===== config.mk =====
export PLATFORM = sky130hd
export DESIGN_NAME = mre_exec
export DESIGN_NICKNAME = d
export VERILOG_FILES = /design/src/hdl/mre_pkg.sv /design/src/hdl/mre_exec.sv /design/src/hdl/mre_rotator.sv
export VERILOG_INCLUDE_DIRS = /design/src /design/src/hdl
export SDC_FILE = /design/constraint.sdc
export NUM_CORES = 1
export LEC_CHECK = 0
export BUFFER_PORTS_ARGS = -buffer_cell sky130_fd_sc_hd__clkbuf_2
export CAP_MARGIN = 15
export CORE_MARGIN = 3
export CORE_UTILIZATION = 46
export CTS_CLUSTER_DIAMETER = 30
export DETAILED_ROUTE_END_ITERATION = 10
export HOLD_SLACK_MARGIN = 0.06
export PLACE_DENSITY = 0.78
export SYNTH_ARGS = -nofsm -noshare
export SYNTH_HDL_FRONTEND = slang
export SYNTH_HIERARCHICAL = 1
export SYNTH_SLANG_ARGS = --single-unit

===== constraint.sdc =====
create_clock -name core_clk_i -period 1.1 [get_ports core_clk_i]
set_input_delay 0 -clock core_clk_i [delete_from_list [all_inputs] [get_ports core_clk_i]]
set_output_delay 0 -clock core_clk_i [all_outputs]
set_load 0.005 [all_outputs]

===== src/hdl/mre_defs.svh =====
// Constants for the move and rotate execution datapath.
// Assumes the instruction word is 16 bits with the opcode in the upper byte.
// Notes on behaviour
// - Upper byte 0001100d selects rotate right through the shift-out flag.
// - Right rotate moves bit n to n-1, bit0 to flag, old flag to bit7.
// - Destination bit 0 sends a rotate result to the accumulator only.
// - Destination bit 1 writes a rotate result back to the addressed register.
// - Upper byte 0010001d rotates left, bit 7 wrapping to bit 0, no flags.
`ifndef MRE_DEFS_SVH
`define MRE_DEFS_SVH
`define MRE_OPC_MOVE 8'h01
`define MRE_OPC_RRC 7'h0C
`define MRE_OPC_RLN 7'h11
`define MRE_ACC_RST 8'h00
`define MRE_FLAG_RST 1'h0
`define MRE_OPC_MSB 15
`define MRE_OPC_LSB 8
`define MRE_ROT_LSB 9
`define MRE_DEST_BIT 8
`define MRE_IDX_MSB 7
`endif


===== src/hdl/mre_pkg.sv =====
// Types for the move and rotate execution datapath.
// Assumes mre_defs.svh is included by the modules that need constants.
package mre_pkg;
  typedef enum logic [1:0] {MRE_NONE, MRE_MOVE, MRE_RRC, MRE_RLN} mre_op_type;
  typedef struct packed {
    logic en;
    logic [7:0] addr;
    logic [7:0] data;
  } mre_wr_type;
endpackage


===== src/hdl/mre_exec.sv =====
// Execution stage for move-accumulator, rotate left and rotate right through flag.
// Assumes the register file supplies the addressed operand in the same cycle
// and applies a one-cycle write request on the next clock edge.
`timescale 1ns/100ps
`include "mre_defs.svh"
module mre_exec
(
  // Clock and reset.
  input wire logic core_clk_i,
  input wire logic arst_n_i,
  // Instruction and operand.
  input wire logic instr_valid_i,
  input wire logic [15:0] instr_i,
  input wire logic [7:0] reg_rdata_i,
  // Register file write request.
  output mre_pkg::mre_wr_type reg_wr_o,
  // Architectural state.
  output logic [7:0] working_accumulator_o,
  output logic shift_out_bit_o
);
  import mre_pkg::*;

  function automatic mre_op_type decode_op(input logic [7:0] hi);
    if (hi == `MRE_OPC_MOVE)
      return MRE_MOVE;
    else if (hi[7:1] == `MRE_OPC_RRC)
      return MRE_RRC;
    else if (hi[7:1] == `MRE_OPC_RLN)
      return MRE_RLN;
    else
      return MRE_NONE;
  endfunction

  wire logic [7:0] opc_byte = instr_i[`MRE_OPC_MSB:`MRE_OPC_LSB];
  wire mre_op_type op = instr_valid_i ? decode_op(opc_byte) : MRE_NONE;
  wire logic result_target_bit = instr_i[`MRE_DEST_BIT];
  wire logic [7:0] operand_register_index = instr_i[`MRE_IDX_MSB:0];
  logic [7:0] rrc_val;
  logic rrc_flag;
  logic [7:0] rln_val;
  logic [7:0] acc_q;
  logic [7:0] acc_d;
  logic flag_q;
  logic flag_d;
  mre_wr_type wr_q;
  mre_wr_type wr_d;
  logic [7:0] rot_val;

  mre_rotator u_rot
  (
    .src_i(reg_rdata_i),
    .flag_i(flag_q),
    .rrc_o(rrc_val),
    .rrc_flag_o(rrc_flag),
    .rln_o(rln_val)
  );

  assign rot_val = (op == MRE_RRC) ? rrc_val : rln_val;
  wire logic is_rot = (op == MRE_RRC) || (op == MRE_RLN);
  assign flag_d = (op == MRE_RRC) ? rrc_flag : flag_q;
  assign acc_d = (is_rot && !result_target_bit) ? rot_val : acc_q;
  wire logic wr_en = (op == MRE_MOVE) || (is_rot && result_target_bit);
  wire logic [7:0] wr_data = (op == MRE_MOVE) ? acc_q : rot_val;
  assign wr_d = '{en: wr_en, addr: operand_register_index, data: wr_data};

  // The accumulator, the flag and the write request each have a short process of their own.
  always_ff @(posedge core_clk_i or negedge arst_n_i)
  begin
    if (!arst_n_i)
    begin
      acc_q <= `MRE_ACC_RST;
    end
    else
    begin
      acc_q <= acc_d;
    end
  end

  always_ff @(posedge core_clk_i or negedge arst_n_i)
  begin
    if (!arst_n_i)
    begin
      flag_q <= `MRE_FLAG_RST;
    end
    else
    begin
      flag_q <= flag_d;
    end
  end

  always_ff @(posedge core_clk_i or negedge arst_n_i)
  begin
    if (!arst_n_i)
    begin
      wr_q <= '0;
    end
    else
    begin
      wr_q <= wr_d;
    end
  end

  assign reg_wr_o = wr_q;
  assign working_accumulator_o = acc_q;
  assign shift_out_bit_o = flag_q;

  // Fields of the instruction word, decoded again here apart from the datapath.
  wire logic [6:0] view_rot_opc = instr_i[`MRE_OPC_MSB:`MRE_ROT_LSB];
  wire logic [7:0] view_move_opc = instr_i[`MRE_OPC_MSB:`MRE_OPC_LSB];
  wire logic view_dest = instr_i[`MRE_DEST_BIT];
  wire logic [7:0] view_index = instr_i[`MRE_IDX_MSB:0];
endmodule // mre_exec


===== src/hdl/mre_rotator.sv =====
// Combinational rotate unit for the two rotate instructions.
// Assumes the caller selects which result it uses.
`timescale 1ns/100ps
module mre_rotator
(
  // Operand and flag.
  input wire logic [7:0] src_i,
  input wire logic flag_i,
  // Results.
  output logic [7:0] rrc_o,
  output logic rrc_flag_o,
  output logic [7:0] rln_o
);
  assign rrc_o = {flag_i, src_i[7:1]};
  assign rrc_flag_o = src_i[0];
  assign rln_o = {src_i[6:0], src_i[7]};
endmodule // mre_rotator

==> summary.txt <==
Critical path
  • Setup crit end kind: register
  • R2R Path End: shift_out_bit_o
  • Kind of cell adding the most delay to the critical path: buffers and inverters
  • Worst path required time: 1.34 ns
  • Slowest cell on the critical path: dlygate4sd3_1
  • Setup CP Type: in -> reg
  • Critical R2R Launch: shift_out_bit_o
  • Arrival time worst endpoint: 1.24 ns
  • Worst path max stage delay: 0.53 ns
  • R2R setup slack: between 0.2 and 0.3 ns
  • CP Launch Type: primary input
  • Worst Path Buf+Inv: 3
  • Critical-path cell list: dlygate4sd3_1 -> clkbuf_2 -> inv_1 -> o211a_4 -> nor2_1 -> a21oi_1
  • Critical-path maximum fanout: 16
  • Cell count along the critical path: 6
  • CP startpoint: instr_i[8]
  • FF-to-FF path depth: 1

STA
  • TNS Setup: 0 ns
  • Final Hold Fails: 0
  • PnR worst setup slack: ~0.10 ns
  • WHS: 0.07537 ns
  • Final setup skew: 0.0002790 ns
  • Fin. max-slew vios: 0
  • Min Clock Period, post-route: 0.9969 ns
  • Endpoints failing setup: 0
  • Max Clk Rate: 1.003 GHz
  • Least-Margin Pin Slew: slightly above 0.6 ns
  • Final period util: slightly above 90%
  • RSZ-0062 raised after global routing: false
  • Slew margin rel.: 59.30%

Synthesis
  • List of most frequent post-synthesis cells: dfrtp_1, nor2_1, buf_4
  • Ys async rst share: 100.0%
  • Register area share after synthesis: between 50% and 60%
  • Unique cell type count in the Yosys netlist: 18
  • Synthesized area per cell: 11.93 um^2
  • Syn Nets: 126
  • Yosys top cell area share: between 50% and 60%
  • Yosys Warn Count: 6
  • Area contributors post-synth: dfrtp_1, buf_4, a21oi_1
  • Synth Flop Type: dfrtp_1
  • Post-synth EDFFs: 0
  • Yosys reg bits: 26
  • Leading area contributor after synthesis: dfrtp_1
  • Synth Instances: just under 100
  • Most frequent cell after synthesis: dfrtp_1
  • Synth Cell Area: approximately 1200 um^2

Power
  • Worst VDD drop: 0.0008847 V
  • Tot Pwr: ~0.0019 W
  • Leak Pwr: 0.8604 nW
  • Cell Pwr Density: 1192 nW/um^2

GRT
  • All-Layer GR Usage: 16.41%
  • Overflow after GRT: 0
  • Initial antenna violation count: 0
  • First-pass GRT wire length: between 4000 and 5000 um
  • Vias in the first global route: approximately 930
  • Largest net degree at the start of global routing: 27

Place
  • Port-buffer cells: 52
  • Dpl ws: -0.02840 ns
  • Hpwl dp: 1774 um
  • Placed cells: roughly 160
  • Routability cong.: ~0.72

Route
  • Drt wl/cell: 13.42 um
  • Vias/cell: 4.811
  • Total wire length: 2483 um
  • Pre-antenna DRT Iters: 4
  • DR iter-0 viols: 22
  • Final ANT Viol Nets: 0
  • Remaining DRCs: 0
  • Vias post-DR: 890

Cells and area
  • Area delta synth->final: 32.10%
  • Fin cells: 185
  • Final net count: 185
  • Layout cells sized above 1: 43.31%
  • Antenna cells: 0

CTS
  • CTS Buf Count: 3
  • Largest buffer count on any clock path: 2
  • CTS tree: done
  • Clock Latency Late Sink: 0.31 ns
  • Root buffer cell: clkbuf_4
  • H-tree Lvls: 1
  • CTS resizes: 0
  • Clock sinks: 26
  • Worst-path clk slew: between 0.1 and 0.15 ns

Die
  • Total Die Area: 3211 um^2
  • IO Count: 53
  • Row count: 17
  • Die width: 56.67 um
  • Die Ht: 56.67 um
  • Core area: 2318 um^2
  • Starting Density: 50.94%

Min path
  • Hold depth: 4
  • Hold Path End: reg_wr_o[16]
  • Worst Hold Class: in -> reg
  • Min-delay src: instr_i[11]

Flow run
  • Max Cap Viol: 0

Outcome
  • Status: complete, no violations
cell usage in the layout, fill, tap and decap left out:
master | Yosys | layout
clkbuf_2 | 0 | 52
dfrtp_1 | 26 | 26
nor2_1 | 19 | 19
dlygate4sd3_1 | 0 | 18
a21oi_1 | 15 | 15
mux2i_1 | 6 | 6
clkbuf_4 | 0 | 3
buf_4 | 18 | 3
mux2i_2 | 2 | 2
a21oi_2 | 2 | 2
nor4b_4 | 1 | 1
nand4_4 | 1 | 1
and4bb_1 | 1 | 1
nand2_4 | 1 | 1
nand2_1 | 1 | 1
xnor2_1 | 1 | 1
nor4bb_1 | 1 | 1
inv_1 | 1 | 1
o211a_4 | 1 | 1
mux2_2 | 1 | 1
clkbuf_8 | 0 | 1
timing repair:
item,CTS,global route
buffers inserted,0,0
hold buffers,18,0
endpoints found under the hold margin,50,0
how the worst max path moves through the flow:
| stage | to | slack, ns |
|---|---|---|
| 2_1_floorplan | reg_wr_o[4] | 0.04 |
| 3_3_place_gp | reg_wr_o[6] | -0.003 |
| 3_5_place_dp | reg_wr_o[1] | -0.03 |
| 4_1_cts | working_accumulator_o[2] | 0.11 |
| 5_1_grt | working_accumulator_o[6] | 0.01 |
| 6_report | working_accumulator_o[5] | 0.10 |
per-stage QoR:
stage               instance area, um^2  utilization (%)
floorplan                          1181                -
global placement                   1344            57.96
detailed placement                 1344            57.96
CTS                                1560            67.30
global route                       1560            67.30
finish                             1560            67.30
cells by family after synthesis:
| group | after synthesis | synth area share [%] |
|---|---|---|
| AND/OR/NAND/NOR | 25 | 13.03 |
| AO/OA/AOI/OAI | 18 | 9.322 |
| multiplexers | 9 | 8.369 |
| flip-flops | 26 | 55.08 |
| buffers and inverters | 20 | 13.45 |
| XOR/XNOR | 1 | 0.7417 |
worst min-delay path: cells and delay by family:
kind | cells | cell delay (ns)
compound gates | 1 | 0.14
simple gates | 2 | 0.13
buf+inv | 1 | 0.10
layout make-up:
cell class,count,area [um^2]
multi-input cells,53,371.6
repair buffers,73,462.9
inverters,1,3.754
well taps,28,35.03
fillers,180,758.2
flip-flops and latches,26,650.6
clock buffers,4,36.28
metal layers:
| layer | track usage [%] | part of all wire, % | vias up |
|---|---|---|---|
| met1 | 19.14 | 39 | 427 |
| met2 | 29.87 | 55 | 30 |
| met3 | 5.287 | 5.9 | 2 |
| met5 | 0 | 0 | - |
| li1 | - | - | 431 |
| met4 | 2.034 | 0.48 | 0 |
power breakdown:
| group | internal (W) | leakage, nW | switching (W) | total (W) |
|---|---|---|---|---|
| clock | 0.000202 | 0.0210 | 0.000257 | 0.000459 |
| combinational | 0.000178 | 0.519 | 0.000145 | 0.000324 |
| sequential | 0.00103 | 0.320 | 0.0000457 | 0.00108 |
| total | 0.00141 | 0.860 | 0.000448 | 0.00186 |
registers in the layout, summed over array words and instances (netlist names):
signal                 count
working_accumulator_o      8
shift_out_bit_o            1
reg_wr_o                  17
(Power assumes the default switching activity.)
